[src/acm_bit_timer.sv]
// Shared constants for the serial port and the bit timer used by both directions.
`timescale 1ns/10ps

package acm_pkg;

	// ----------------------------------------------------------------
	// Register offsets on the plain register port.
	// ----------------------------------------------------------------
	localparam logic [2:0] OFS_RX_CTL = 3'h0;
	localparam logic [2:0] OFS_TX_CTL = 3'h1;
	localparam logic [2:0] OFS_DIVISOR = 3'h2;
	localparam logic [2:0] OFS_TX_BUF = 3'h3;
	localparam logic [2:0] OFS_RX_BUF = 3'h4;
	localparam logic [2:0] OFS_MODE = 3'h5;
	localparam logic [2:0] OFS_PORT_DIR = 3'h6;
	localparam logic [2:0] OFS_PORT_LATCH = 3'h7;

	// ----------------------------------------------------------------
	// Field positions of receive_control_reg.
	// ----------------------------------------------------------------
	localparam int RC_RANGE_SEL = 7;
	localparam int RC_START_DET = 6;
	localparam int RC_RUNNING = 5;
	localparam int RC_STOP_ERR = 4;
	localparam int RC_SPARE = 3;
	localparam int RC_BIT8 = 2;
	localparam int RC_END = 1;
	localparam int RC_IRQ_EN = 0;

	// ----------------------------------------------------------------
	// Field positions of transmit_control_reg.
	// ----------------------------------------------------------------
	localparam int TC_RUNNING = 7;
	localparam int TC_NINE_BIT = 6;
	localparam int TC_OUT_EN = 5;
	localparam int TC_OUT_TYPE = 4;
	localparam int TC_SEVEN_BIT = 3;
	localparam int TC_BIT8 = 2;
	localparam int TC_XFER_END = 1;
	localparam int TC_XFER_IRQ_EN = 0;

	// ----------------------------------------------------------------
	// Field positions of serial_mode_select_reg, port bits, reset value.
	// ----------------------------------------------------------------
	localparam int MD_GP_HI = 7;
	localparam int MD_GP_LO = 5;
	localparam int MD_OP_HI = 4;
	localparam int MD_OP_LO = 3;
	localparam int MD_MANCH = 2;
	localparam int MD_TX_END = 1;
	localparam int MD_TX_END_IRQ_EN = 0;
	localparam int PORT_TX_BIT = 0;
	localparam int PORT_RX_BIT = 1;
	localparam logic [7:0] REG_RESET = 8'h00;

	// ----------------------------------------------------------------
	// Operating modes and frame figures.
	// ----------------------------------------------------------------
	localparam logic [1:0] OP_PROG = 2'h0;
	localparam int DATA_BITS_STD = 8;
	localparam int DATA_BITS_LONG = 9;
	localparam int DATA_BITS_SHORT = 7;
	localparam int FIX_EVEN_DATA_BIT = 4;
	localparam int GAP_BITS_MAX = 3;
	localparam int TW = 24;

	// ----------------------------------------------------------------
	// Timing: clock, rates and fixed-rate bit stretch figures.
	// ----------------------------------------------------------------
	localparam int MCLK_NS = 4;
	localparam int MCLK_HZ = 250000000;
	localparam int RATE1_BPS = 9600;
	localparam int RATE2_BPS = 4800;
	localparam int RATE3_BPS = 2400;
	localparam int DIV_NARROW = 8;
	localparam int DIV_WIDE = 32;
	localparam int SHORT_PERMILLE = 879;
	localparam int LONG_PERMILLE = 1025;
	localparam int PERMILLE = 1000;
	localparam int MANCH_EARLY_PCT = 43;
	localparam int PCT = 100;

	typedef enum logic [2:0] {RX_IDLE, RX_START, RX_DATA, RX_STOP} acm_rx_e;
	typedef enum logic [2:0] {TX_IDLE, TX_LEAD, TX_START, TX_DATA, TX_STOP, TX_GAP,
		TX_RELOAD} acm_tx_e;

endpackage

// ----------------------------------------------------------------
// Bit timer: counts clocks within one bit and flags its last clock.
// ----------------------------------------------------------------
module acm_bit_timer
	import acm_pkg::*;
(
	// Clock and reset.
	input wire logic mclk,
	input wire logic reset_n,
	// Control.
	input wire logic restart,
	input wire logic [acm_pkg::TW-1:0] len,
	// Status.
	output logic [acm_pkg::TW-1:0] cnt,
	output logic last
);

	typedef struct packed {
		logic [TW-1:0] cnt;
	} acm_tmr_s;

	acm_tmr_s st_q;
	acm_tmr_s st_d;

	// Restart wins so a new bit always begins at count zero.
	always_comb begin
		st_d = st_q;
		if (restart) begin
			st_d.cnt = '0;
		end else begin
			st_d.cnt = st_q.cnt + TW'(1);
		end
	end

	always_ff @(posedge mclk or negedge reset_n) begin
		if (!reset_n) begin
			st_q <= '0;
		end else begin
			st_q <= st_d;
		end
	end

	// The last clock of a bit; a zero length is never asked for.
	assign cnt = st_q.cnt;
	assign last = (st_q.cnt == len - TW'(1));

endmodule

[src/acm_serial_port_one.sv]
// Serial port one: continuous receive and transmit, Manchester transmit option, fixed-rate timing.
//
// Design decisions made here: the address-and-strobe port and the register offsets.
`timescale 1ns/10ps


module acm_serial_port_one
	import acm_pkg::*;
#(
	parameter int TCYC_NS = 12,
	parameter int FIX1_CLKS = acm_pkg::MCLK_HZ / acm_pkg::RATE1_BPS,
	parameter int FIX2_CLKS = acm_pkg::MCLK_HZ / acm_pkg::RATE2_BPS,
	parameter int FIX3_CLKS = acm_pkg::MCLK_HZ / acm_pkg::RATE3_BPS
)
(
	// Clock and reset.
	input wire logic mclk,
	input wire logic reset_n,
	// Register port.
	input wire logic [2:0] reg_addr,
	input wire logic [7:0] reg_wdata,
	input wire logic reg_wr,
	input wire logic reg_rd,
	output logic [7:0] reg_rdata,
	// Processor state.
	input wire logic pause_mode,
	// Receive pin.
	input wire logic rx_pin,
	output logic rx_pullup_en,
	// Transmit pin.
	output logic tx_pin_o,
	output logic tx_pin_oe,
	output logic tx_pullup_en,
	// Interrupt requests and wake.
	output logic rx_irq,
	output logic tx_irq,
	output logic pause_wake
);

	// One third of an instruction cycle in clocks, never below one.
	localparam int THIRD_CLKS = (TCYC_NS / (3 * MCLK_NS) < 1) ? 1 : TCYC_NS / (3 * MCLK_NS);

	typedef struct packed {
		logic rx_s1;
		logic rx_s2;
		logic rx_s3;
		logic [7:0] rctl;
		logic [7:0] tctl;
		logic [7:0] divisor;
		logic [7:0] transmit_buffer;
		logic [7:0] receive_buffer;
		logic [7:0] mode;
		logic [7:0] pdir;
		logic [7:0] plat;
		acm_rx_e rx_st;
		logic [8:0] rx_sh;
		logic [3:0] rx_idx;
		acm_tx_e tx_st;
		logic [8:0] tx_sh;
		logic [3:0] tx_idx;
		logic [1:0] gap_seq;
		logic [1:0] gap_left;
		logic tx_o;
		logic tx_oe;
		logic tx_pu;
		logic rx_pu;
		logic rx_irq;
		logic tx_irq;
		logic wake;
		logic [7:0] rdata;
	} acm_port_s;

	acm_port_s st_q;
	acm_port_s st_d;

	logic [TW-1:0] rx_len;
	logic [TW-1:0] tx_len;
	logic [TW-1:0] rx_cnt;
	logic [TW-1:0] tx_cnt;
	logic rx_last;
	logic tx_last;
	logic rx_restart;
	logic tx_restart;

	// ----------------------------------------------------------------
	// Bit length per mode; fixed-rate bits are stretched or shrunk.
	// ----------------------------------------------------------------
	function automatic logic [TW-1:0] bit_len(input logic [1:0] op, input logic wide,
		input logic [7:0] dv, input logic short_bit);
		int base;
		int full;
		base = FIX1_CLKS;
		full = 0;
		if (op == OP_PROG) begin
			full = (int'(dv) + 1) * (wide ? DIV_WIDE : DIV_NARROW) * THIRD_CLKS;
		end else begin
			if (op == 2'h2) begin
				base = FIX2_CLKS;
			end else if (op == 2'h3) begin
				base = FIX3_CLKS;
			end
			full = short_bit ? base * SHORT_PERMILLE / PERMILLE
				: base * LONG_PERMILLE / PERMILLE;
		end
		return TW'(full);
	endfunction

	// ----------------------------------------------------------------
	// Frame shape helpers.
	// ----------------------------------------------------------------
	logic fixed_mode;
	logic [3:0] nbits;
	logic rx_short;
	logic tx_short;
	logic [TW-1:0] tx_edge;
	logic tx_cur;
	logic tx_coded;
	logic tx_line;

	always_comb begin
		fixed_mode = (st_q.mode[MD_OP_HI:MD_OP_LO] != OP_PROG);
		if (fixed_mode || (!st_q.tctl[TC_NINE_BIT] && !st_q.tctl[TC_SEVEN_BIT])) begin
			nbits = 4'(DATA_BITS_STD);
		end else if (st_q.tctl[TC_NINE_BIT]) begin
			nbits = 4'(DATA_BITS_LONG);
		end else begin
			nbits = 4'(DATA_BITS_SHORT);
		end
		rx_short = (st_q.rx_st == RX_START)
			|| (st_q.rx_st == RX_DATA && st_q.rx_idx == 4'(FIX_EVEN_DATA_BIT));
		tx_short = (st_q.tx_st == TX_START)
			|| (st_q.tx_st == TX_DATA && st_q.tx_idx == 4'(FIX_EVEN_DATA_BIT));
		rx_len = bit_len(st_q.mode[MD_OP_HI:MD_OP_LO], st_q.rctl[RC_RANGE_SEL], st_q.divisor,
			rx_short);
		tx_len = bit_len(st_q.mode[MD_OP_HI:MD_OP_LO], st_q.rctl[RC_RANGE_SEL], st_q.divisor,
			tx_short);
		// Mid-bit edge: half way, or early in long fixed-rate bits.
		if (!fixed_mode || tx_short) begin
			tx_edge = tx_len >> 1;
		end else begin
			tx_edge = TW'(int'(tx_len) * MANCH_EARLY_PCT / PCT);
		end
		// Bit value on the line; lead and gap bits stay high and plain.
		tx_cur = 1'b1;
		tx_coded = 1'b0;
		case (st_q.tx_st)
			TX_START: begin
				tx_cur = 1'b0;
				tx_coded = 1'b1;
			end
			TX_DATA: begin
				tx_cur = st_q.tx_sh[0];
				tx_coded = 1'b1;
			end
			TX_STOP: begin
				tx_coded = 1'b1;
			end
			default: begin
				tx_cur = 1'b1;
			end
		endcase
		// Manchester sends the inverse first, the true value after the edge.
		if (st_q.mode[MD_MANCH] && tx_coded) begin
			tx_line = (tx_cnt < tx_edge) ? !tx_cur : tx_cur;
		end else begin
			tx_line = tx_cur;
		end
		rx_restart = (st_q.rx_st == RX_IDLE) || rx_last;
		tx_restart = (st_q.tx_st == TX_IDLE) || (st_q.tx_st == TX_RELOAD) || tx_last;
	end

	// ----------------------------------------------------------------
	// Bit timers for each direction.
	// ----------------------------------------------------------------
	acm_bit_timer u_rx_timer (
		.mclk(mclk),
		.reset_n(reset_n),
		.restart(rx_restart),
		.len(rx_len),
		.cnt(rx_cnt),
		.last(rx_last)
	);

	acm_bit_timer u_tx_timer (
		.mclk(mclk),
		.reset_n(reset_n),
		.restart(tx_restart),
		.len(tx_len),
		.cnt(tx_cnt),
		.last(tx_last)
	);

	// ----------------------------------------------------------------
	// Next state: registers, receiver, transmitter and pin outputs.
	// ----------------------------------------------------------------
	always_comb begin
		logic rx_fall;
		logic rx_mid;
		logic frame_done;
		logic tx_begin;
		logic [8:0] word;
		st_d = st_q;
		// The first stage feeds only the second; edges are seen on later stages.
		st_d.rx_s1 = rx_pin;
		st_d.rx_s2 = st_q.rx_s1;
		st_d.rx_s3 = st_q.rx_s2;
		rx_fall = st_q.rx_s3 && !st_q.rx_s2;
		rx_mid = (rx_cnt == (rx_len >> 1));
		frame_done = 1'b0;
		tx_begin = 1'b0;
		word = '0;
		st_d.rdata = REG_RESET;

		// Software writes; hardware flag sets below override these clears.
		if (reg_wr) begin
			if (reg_addr == OFS_RX_CTL) begin
				st_d.rctl = reg_wdata;
				st_d.rctl[RC_RUNNING] = st_q.rctl[RC_RUNNING] && reg_wdata[RC_RUNNING];
				if (!reg_wdata[RC_START_DET] && !reg_wdata[RC_RUNNING]) begin
					st_d.rx_st = RX_IDLE;
				end
			end else if (reg_addr == OFS_TX_CTL) begin
				st_d.tctl = reg_wdata;
				if (reg_wdata[TC_RUNNING] && st_q.tx_st == TX_IDLE) begin
					tx_begin = 1'b1;
				end else if (!reg_wdata[TC_RUNNING]) begin
					st_d.tx_st = TX_IDLE;
				end
			end else if (reg_addr == OFS_DIVISOR) begin
				st_d.divisor = reg_wdata;
			end else if (reg_addr == OFS_TX_BUF) begin
				st_d.transmit_buffer = reg_wdata;
			end else if (reg_addr == OFS_RX_BUF) begin
				st_d.receive_buffer = reg_wdata;
			end else if (reg_addr == OFS_MODE) begin
				st_d.mode = reg_wdata;
			end else if (reg_addr == OFS_PORT_DIR) begin
				st_d.pdir = reg_wdata;
			end else begin
				st_d.plat = reg_wdata;
			end
		end

		// Reads answer in the next cycle only.
		if (reg_rd) begin
			if (reg_addr == OFS_RX_CTL) begin
				st_d.rdata = st_q.rctl;
			end else if (reg_addr == OFS_TX_CTL) begin
				st_d.rdata = st_q.tctl;
			end else if (reg_addr == OFS_DIVISOR) begin
				st_d.rdata = st_q.divisor;
			end else if (reg_addr == OFS_TX_BUF) begin
				st_d.rdata = st_q.transmit_buffer;
			end else if (reg_addr == OFS_RX_BUF) begin
				st_d.rdata = st_q.receive_buffer;
			end else if (reg_addr == OFS_MODE) begin
				st_d.rdata = st_q.mode;
			end else if (reg_addr == OFS_PORT_DIR) begin
				st_d.rdata = st_q.pdir;
			end else begin
				st_d.rdata = st_q.plat;
			end
		end

		// Receiver; it runs regardless of the pause state.
		case (st_q.rx_st)
			RX_IDLE: begin
				if (st_q.rctl[RC_START_DET] && !st_q.pdir[PORT_RX_BIT] && rx_fall) begin
					st_d.rctl[RC_RUNNING] = 1'b1;
					st_d.rx_st = RX_START;
				end
			end
			RX_START: begin
				if (rx_mid && st_q.rx_s2) begin
					// A glitch, not a start bit: drop back and wait again.
					st_d.rctl[RC_RUNNING] = 1'b0;
					st_d.rx_st = RX_IDLE;
				end else if (rx_last) begin
					st_d.rx_idx = '0;
					st_d.rx_st = RX_DATA;
				end
			end
			RX_DATA: begin
				if (rx_mid) begin
					st_d.rx_sh = {st_q.rx_s2, st_q.rx_sh[8:1]};
				end
				if (rx_last) begin
					st_d.rx_idx = st_q.rx_idx + 4'h1;
					if (st_q.rx_idx == nbits - 4'h1) begin
						st_d.rx_st = RX_STOP;
					end
				end
			end
			default: begin
				// Finish at mid stop bit so a back-to-back start edge is caught.
				if (rx_mid) begin
					word = st_q.rx_sh >> (4'(DATA_BITS_LONG) - nbits);
					st_d.receive_buffer = word[7:0];
					st_d.rctl[RC_BIT8] = (nbits == 4'(DATA_BITS_LONG)) ? word[8] : 1'b0;
					st_d.rctl[RC_STOP_ERR] = st_d.rctl[RC_STOP_ERR] | !st_q.rx_s2;
					st_d.rctl[RC_END] = 1'b1;
					st_d.rctl[RC_RUNNING] = 1'b0;
					st_d.rx_st = RX_IDLE;
				end
			end
		endcase

		// An abort write beats any receiver state change in the same cycle; a stop-bit step still loads its flags and buffer.
		if (reg_wr && reg_addr == OFS_RX_CTL
			&& !reg_wdata[RC_START_DET] && !reg_wdata[RC_RUNNING]) begin
			st_d.rctl[RC_RUNNING] = 1'b0;
			st_d.rx_st = RX_IDLE;
		end

		// Transmitter.
		case (st_q.tx_st)
			TX_LEAD: begin
				if (tx_last) begin
					st_d.tx_st = TX_START;
				end
			end
			TX_START: begin
				if (tx_last) begin
					st_d.tx_idx = '0;
					st_d.tx_st = TX_DATA;
				end
			end
			TX_DATA: begin
				if (tx_last) begin
					st_d.tx_sh = {1'b1, st_q.tx_sh[8:1]};
					st_d.tx_idx = st_q.tx_idx + 4'h1;
					if (st_q.tx_idx == nbits - 4'h1) begin
						st_d.tx_st = TX_STOP;
					end
				end
			end
			TX_STOP: begin
				if (tx_last) begin
					if (fixed_mode) begin
						// One to three extra stop bits, rotating.
						st_d.gap_left = st_q.gap_seq;
						st_d.gap_seq = (st_q.gap_seq == 2'(GAP_BITS_MAX)) ? 2'h1
							: st_q.gap_seq + 2'h1;
						st_d.tx_st = TX_GAP;
					end else begin
						frame_done = 1'b1;
					end
				end
			end
			TX_GAP: begin
				if (tx_last) begin
					st_d.gap_left = st_q.gap_left - 2'h1;
					if (st_q.gap_left == 2'h1) begin
						frame_done = 1'b1;
					end
				end
			end
			TX_RELOAD: begin
				// Running rises again one cycle after it fell.
				st_d.tctl[TC_RUNNING] = 1'b1;
				st_d.tx_sh = {st_q.tctl[TC_BIT8], st_q.transmit_buffer};
				st_d.tctl[TC_XFER_END] = 1'b1;
				st_d.tx_st = TX_START;
			end
			default: begin
				if (tx_begin) begin
					st_d.tx_sh = {reg_wdata[TC_BIT8], st_q.transmit_buffer};
					st_d.tctl[TC_XFER_END] = 1'b1;
					st_d.tx_st = TX_LEAD;
				end
			end
		endcase

		// Frame end: stop if the transfer end flag was never cleared.
		if (frame_done) begin
			st_d.tctl[TC_RUNNING] = 1'b0;
			if (st_d.tctl[TC_XFER_END]) begin
				st_d.mode[MD_TX_END] = 1'b1;
				st_d.tx_st = TX_IDLE;
			end else begin
				st_d.tx_st = TX_RELOAD;
			end
		end

		// Pins: open drain only pulls low; direction 1 keeps the port off.
		st_d.tx_o = st_q.tctl[TC_OUT_TYPE] ? tx_line : 1'b0;
		st_d.tx_oe = !st_q.pdir[PORT_TX_BIT] && st_q.tctl[TC_OUT_EN]
			&& (st_q.tctl[TC_OUT_TYPE] || !tx_line);
		st_d.tx_pu = !st_q.pdir[PORT_TX_BIT] && st_q.tctl[TC_OUT_EN]
			&& !st_q.tctl[TC_OUT_TYPE] && st_q.plat[PORT_TX_BIT];
		st_d.rx_pu = !st_q.pdir[PORT_RX_BIT] && st_q.plat[PORT_RX_BIT];

		// Requests follow flags and enables; either one wakes a paused core.
		st_d.rx_irq = st_q.rctl[RC_END] && st_q.rctl[RC_IRQ_EN];
		st_d.tx_irq = (st_q.tctl[TC_XFER_END] && st_q.tctl[TC_XFER_IRQ_EN])
			|| (st_q.mode[MD_TX_END] && st_q.mode[MD_TX_END_IRQ_EN]);
		st_d.wake = pause_mode && (st_d.rx_irq || st_d.tx_irq);
	end

	// ----------------------------------------------------------------
	// State register.
	// ----------------------------------------------------------------
	always_ff @(posedge mclk or negedge reset_n) begin
		if (!reset_n) begin
			st_q <= '0;
			st_q.rx_s1 <= 1'b1;
			st_q.rx_s2 <= 1'b1;
			st_q.rx_s3 <= 1'b1;
			st_q.tx_o <= 1'b1;
			st_q.gap_seq <= 2'h1;
			st_q.rx_st <= RX_IDLE;
			st_q.tx_st <= TX_IDLE;
		end else begin
			st_q <= st_d;
		end
	end

	// Every output comes straight from the state register.
	assign reg_rdata = st_q.rdata;
	assign rx_pullup_en = st_q.rx_pu;
	assign tx_pin_o = st_q.tx_o;
	assign tx_pin_oe = st_q.tx_oe;
	assign tx_pullup_en = st_q.tx_pu;
	assign rx_irq = st_q.rx_irq;
	assign tx_irq = st_q.tx_irq;
	assign pause_wake = st_q.wake;

endmodule

[config.mk]
export PLATFORM = sky130hd
export DESIGN_NAME = acm_serial_port_one
export DESIGN_NICKNAME = d
export VERILOG_FILES = /design/src/acm_bit_timer.sv /design/src/acm_serial_port_one.sv
export SDC_FILE = /design/constraint.sdc
export NUM_CORES = 1
export LEC_CHECK = 0
export ABC_AREA = 1
export BUFFER_PORTS_ARGS = -buffer_cell sky130_fd_sc_hd__buf_2
export CAP_MARGIN = 20
export CORE_AREA = 2 2 179 181
export CTS_CLUSTER_DIAMETER = 30
export DETAILED_ROUTE_END_ITERATION = 10
export DIE_AREA = 0 0 181 183
export PLACE_DENSITY = 0.78
export SYNTH_ARGS = -nofsm -noshare
export SYNTH_HDL_FRONTEND = slang
export SYNTH_SLANG_ARGS = --single-unit
[constraint.sdc]
create_clock -name mclk -period 12.5 [get_ports mclk]
set_input_delay 1.25 -clock mclk [delete_from_list [all_inputs] [get_ports mclk]]
set_output_delay 1.25 -clock mclk [all_outputs]
set_load 0.05 [all_outputs]
==> results.txt <==
- Layout cell share with drive strength beyond 1: 25.0%
- Post-route DRC violation count: 0
- In this run the worst setup path terminates at tx_pin_oe.
- Critical path start-end classification: register to register
- Post-Synthesis Cell Area: 18100 µm²
- Fin worst setup slack: -1.83 ns
* Share of flip-flops with an asynchronous set or reset after synthesis: 100%
- Setup repair after global routing missed its margin: true
- The clock net in this run drives a total of 166 sinks.
- Rel. slew slack: 10.4%
* Total global-route track usage: 32.4%
- Timing would allow up to 69.8 MHz.
- Die Outline Area: 33100 µm²
* Later-pin clock latency in the skew report: 0.45 ns
- Place WS: -1.71 ns
- In this run the biggest area consumer among cell types represents 22.2% of the synthesized area.
* Wire length of the first global-routing pass: 88400 µm
- The number of slew-limit violations in the final report is 0.
- Setup skew after layout: 0.0147 ns
- Yosys warnings: 0
- Input and output buffers added on the ports amount to 31.
- The first detailed-routing pass took 6 iterations.
- Worst path required time: 12.85 ns
* Violated checks: negative setup slack
* # diodes: 0
- The routed design could run at a clock period as short as 14.33 ns.
- The initialized floorplan defines 65 standard-cell rows.
- In this run the clock root is driven by a sky130_fd_sc_hd__clkbuf_16.
- Worst EP arrival: 14.69 ns
- The number of endpoints with negative hold slack in the final report was 0.
- Critical Path Start Type: register
- Number of CTS-inserted buffers: 17
- TritonCTS clock tree: done
* Core box area: 31200 µm²
- The biggest area contributor in the post-synthesis netlist is sky130_fd_sc_hd__dfrtp_1.
- The most common cell in the synthesized netlist is sky130_fd_sc_hd__nand2_1.
- The initial utilization of the core area, before any placement, comes to 58.1%.
- After detailed placement, the total cell area comes to 21400 µm².
* Aggregate global routing overflow: 0
- Reg-to-Reg Start: st_q[91]
* Initial drt markers: 1597
- The most used flip-flop cell after synthesis is sky130_fd_sc_hd__dfrtp_1.
- At the pin with the least slew margin, the transition time is 1.33 ns.
- Status: finished with violations
- Largest cells by area after synthesis: sky130_fd_sc_hd__dfrtp_1, sky130_fd_sc_hd__nand2_1, sky130_fd_sc_hd__ha_1
- By instance count, the cell type seen most on the critical path is sky130_fd_sc_hd__nand2_4.
- Worst reg-to-reg path cell count: 122
* Worst R2R End: tx_pin_oe
- By count the netlist is led by sky130_fd_sc_hd__nand2_1, sky130_fd_sc_hd__inv_1, sky130_fd_sc_hd__nor2_1.
* Routed len/inst: 15.7 µm
* Classification of the worst-slack hold path: register to register
* Number of nets in the finished design: 3280
- After detailed routing, the number of vias per cell comes to 5.53.
* Total wire length: 54900 µm
- The H-tree was split into 4 levels.
- Each instance of the synthesized netlist takes up on average 6.68 µm².
* Source of the critical timing path: st_q[91]
- Area Overhead vs Synth: 26.0%
- Entering global routing, the biggest net connects 89 pins.
- Fraction of the yosys area taken by sequential cells: 22.9%
* Hold Buf Count CTS: 0
- Final setup fails: 2
* Max-cap viol count: 0
* Finished Cell Area: 22900 µm²
- Number of flip-flops and latches in the synthesized netlist: 166
* Register-to-register setup slack: -1.83 ns
- Pin placement for this block handled 32 I/O pins.
- FF+latch area: 4160 µm²
- # fillers: 2414
- CP Capture Type: register
* Antenna-violating nets left: 0
- In the synthesized netlist, the number of instances is 2718.
- Die extent in x: 181 µm
* Final Util: 73.2%
* Number of enable-type register cells in the synthesized netlist: 0
- Clock edge transition at the registers on the reported setup and hold paths: 0.07 ns
- The number of global-route vias before repair came to 18700.
- At the end of routability-driven placement, the weighted congestion stood at 1.00.
- Number of antenna violations at the first check in global routing: 0
- Via Count: 19400
- Among all stages on the critical path, the largest delay is contributed by sky130_fd_sc_hd__fa_1.
* Vert. Die Dim: 183 µm
* Fraction of the cycle the final worst path needs: 115%
* Largest fanout of any net on the critical path: 7
- On the worst path, the slowest cell contributes a delay of 0.52 ns.
* Area of the multi-input gates: 13000 µm²
* Number of buffers on the longest clock path: 2
- Post-synth cell types: 62
- Detailed placement finished with a half-perimeter wire length of 42700 µm.
worst max-delay path: cells and delay by family, from the launching register on:
kind	cells	cell delay, ns
AOI/OAI and AO/OA	5	0.46
DFF	1	0.39
buffers and inverters	8	0.63
adders and majority gates	8	2.73
xor gates and xnor gates	2	0.35
and+or+nand+nor	99	9.61
per-layer routing:
layer | routed length, µm | GRT usage (%)
met1 | 22900 | 41.0
met2 | 26500 | 56.7
met3 | 3530 | 4.47
met4 | 1940 | 11.9
met5 | 0 | 0
worst min-delay path by stage:
stage                endpoint  startpoint  slack, ns  cells past startpoint
global route        st_d[115]   st_d[116]       0.36                      0
finish              st_d[115]   st_d[116]       0.36                      0
CTS                 st_d[115]   st_d[116]       0.36                      0
floorplan           st_d[115]   st_d[116]       0.35                      0
detailed placement  st_d[115]   st_d[116]       0.35                      0
global placement    st_d[115]   st_d[116]       0.35                      0
kinds of logic after synthesis:
group | count (synthesis) | share of synthesized area, %
compound gates | 355 | 11.4
flops | 166 | 22.9
simple gates | 1371 | 35.2
buf+inv | 534 | 11.3
mux | 5 | 0.290
xor+xnor | 110 | 5.39
fa+ha+maj | 175 | 13.5
other cells | 2 | 0.0414
registers in the layout, indices dropped and copies added (netlist names), 2 cells and up:
signal	flops
st_q	101
reg_rdata	8
st_d	2
u_rx_timer.cnt	24
u_tx_timer.cnt	24
placed cells by master, fill, tap and decap left out, drive strengths merged, types with 34 or more instances in the layout:
cell and instances:
nand2 800, inv 490, buf 379, nor2 248, o21ai 173, nand3 168, dfrtp 161, ha 141
xor2 89, a21oi 82, nand4 55, nor3 45, fa 34
stage by stage:
step	setup TNS (ns)	hold WS [ns]	cells
after floorplan	-0.666	0.345	2732
after global placement	-1.95	0.347	3442
after detailed placement	-3.40	0.352	3442
after CTS	-3.03	0.361	3480
after global routing	-5.55	0.363	3503
final	-3.65	0.360	3503
final cells by class:
type	count	share of cell area, %
well taps	402	2.20
flip-flops and latches	166	18.2
repair buffers	379	12.2
multi-input cells	2032	56.8
clock buffers	17	1.86
clock inverters	15	0.689
inverters	492	8.11
what timing repair did:
item | in CTS | in global routing
gates resized for setup | 23 | 143
pin swaps | 22 | 72
setup endpoints to repair | 2 | 2
setup buffers | 6 | 23
Power is not shown: default switching activity piles up to over one toggle a cycle in this logic, so the estimate is an artifact.
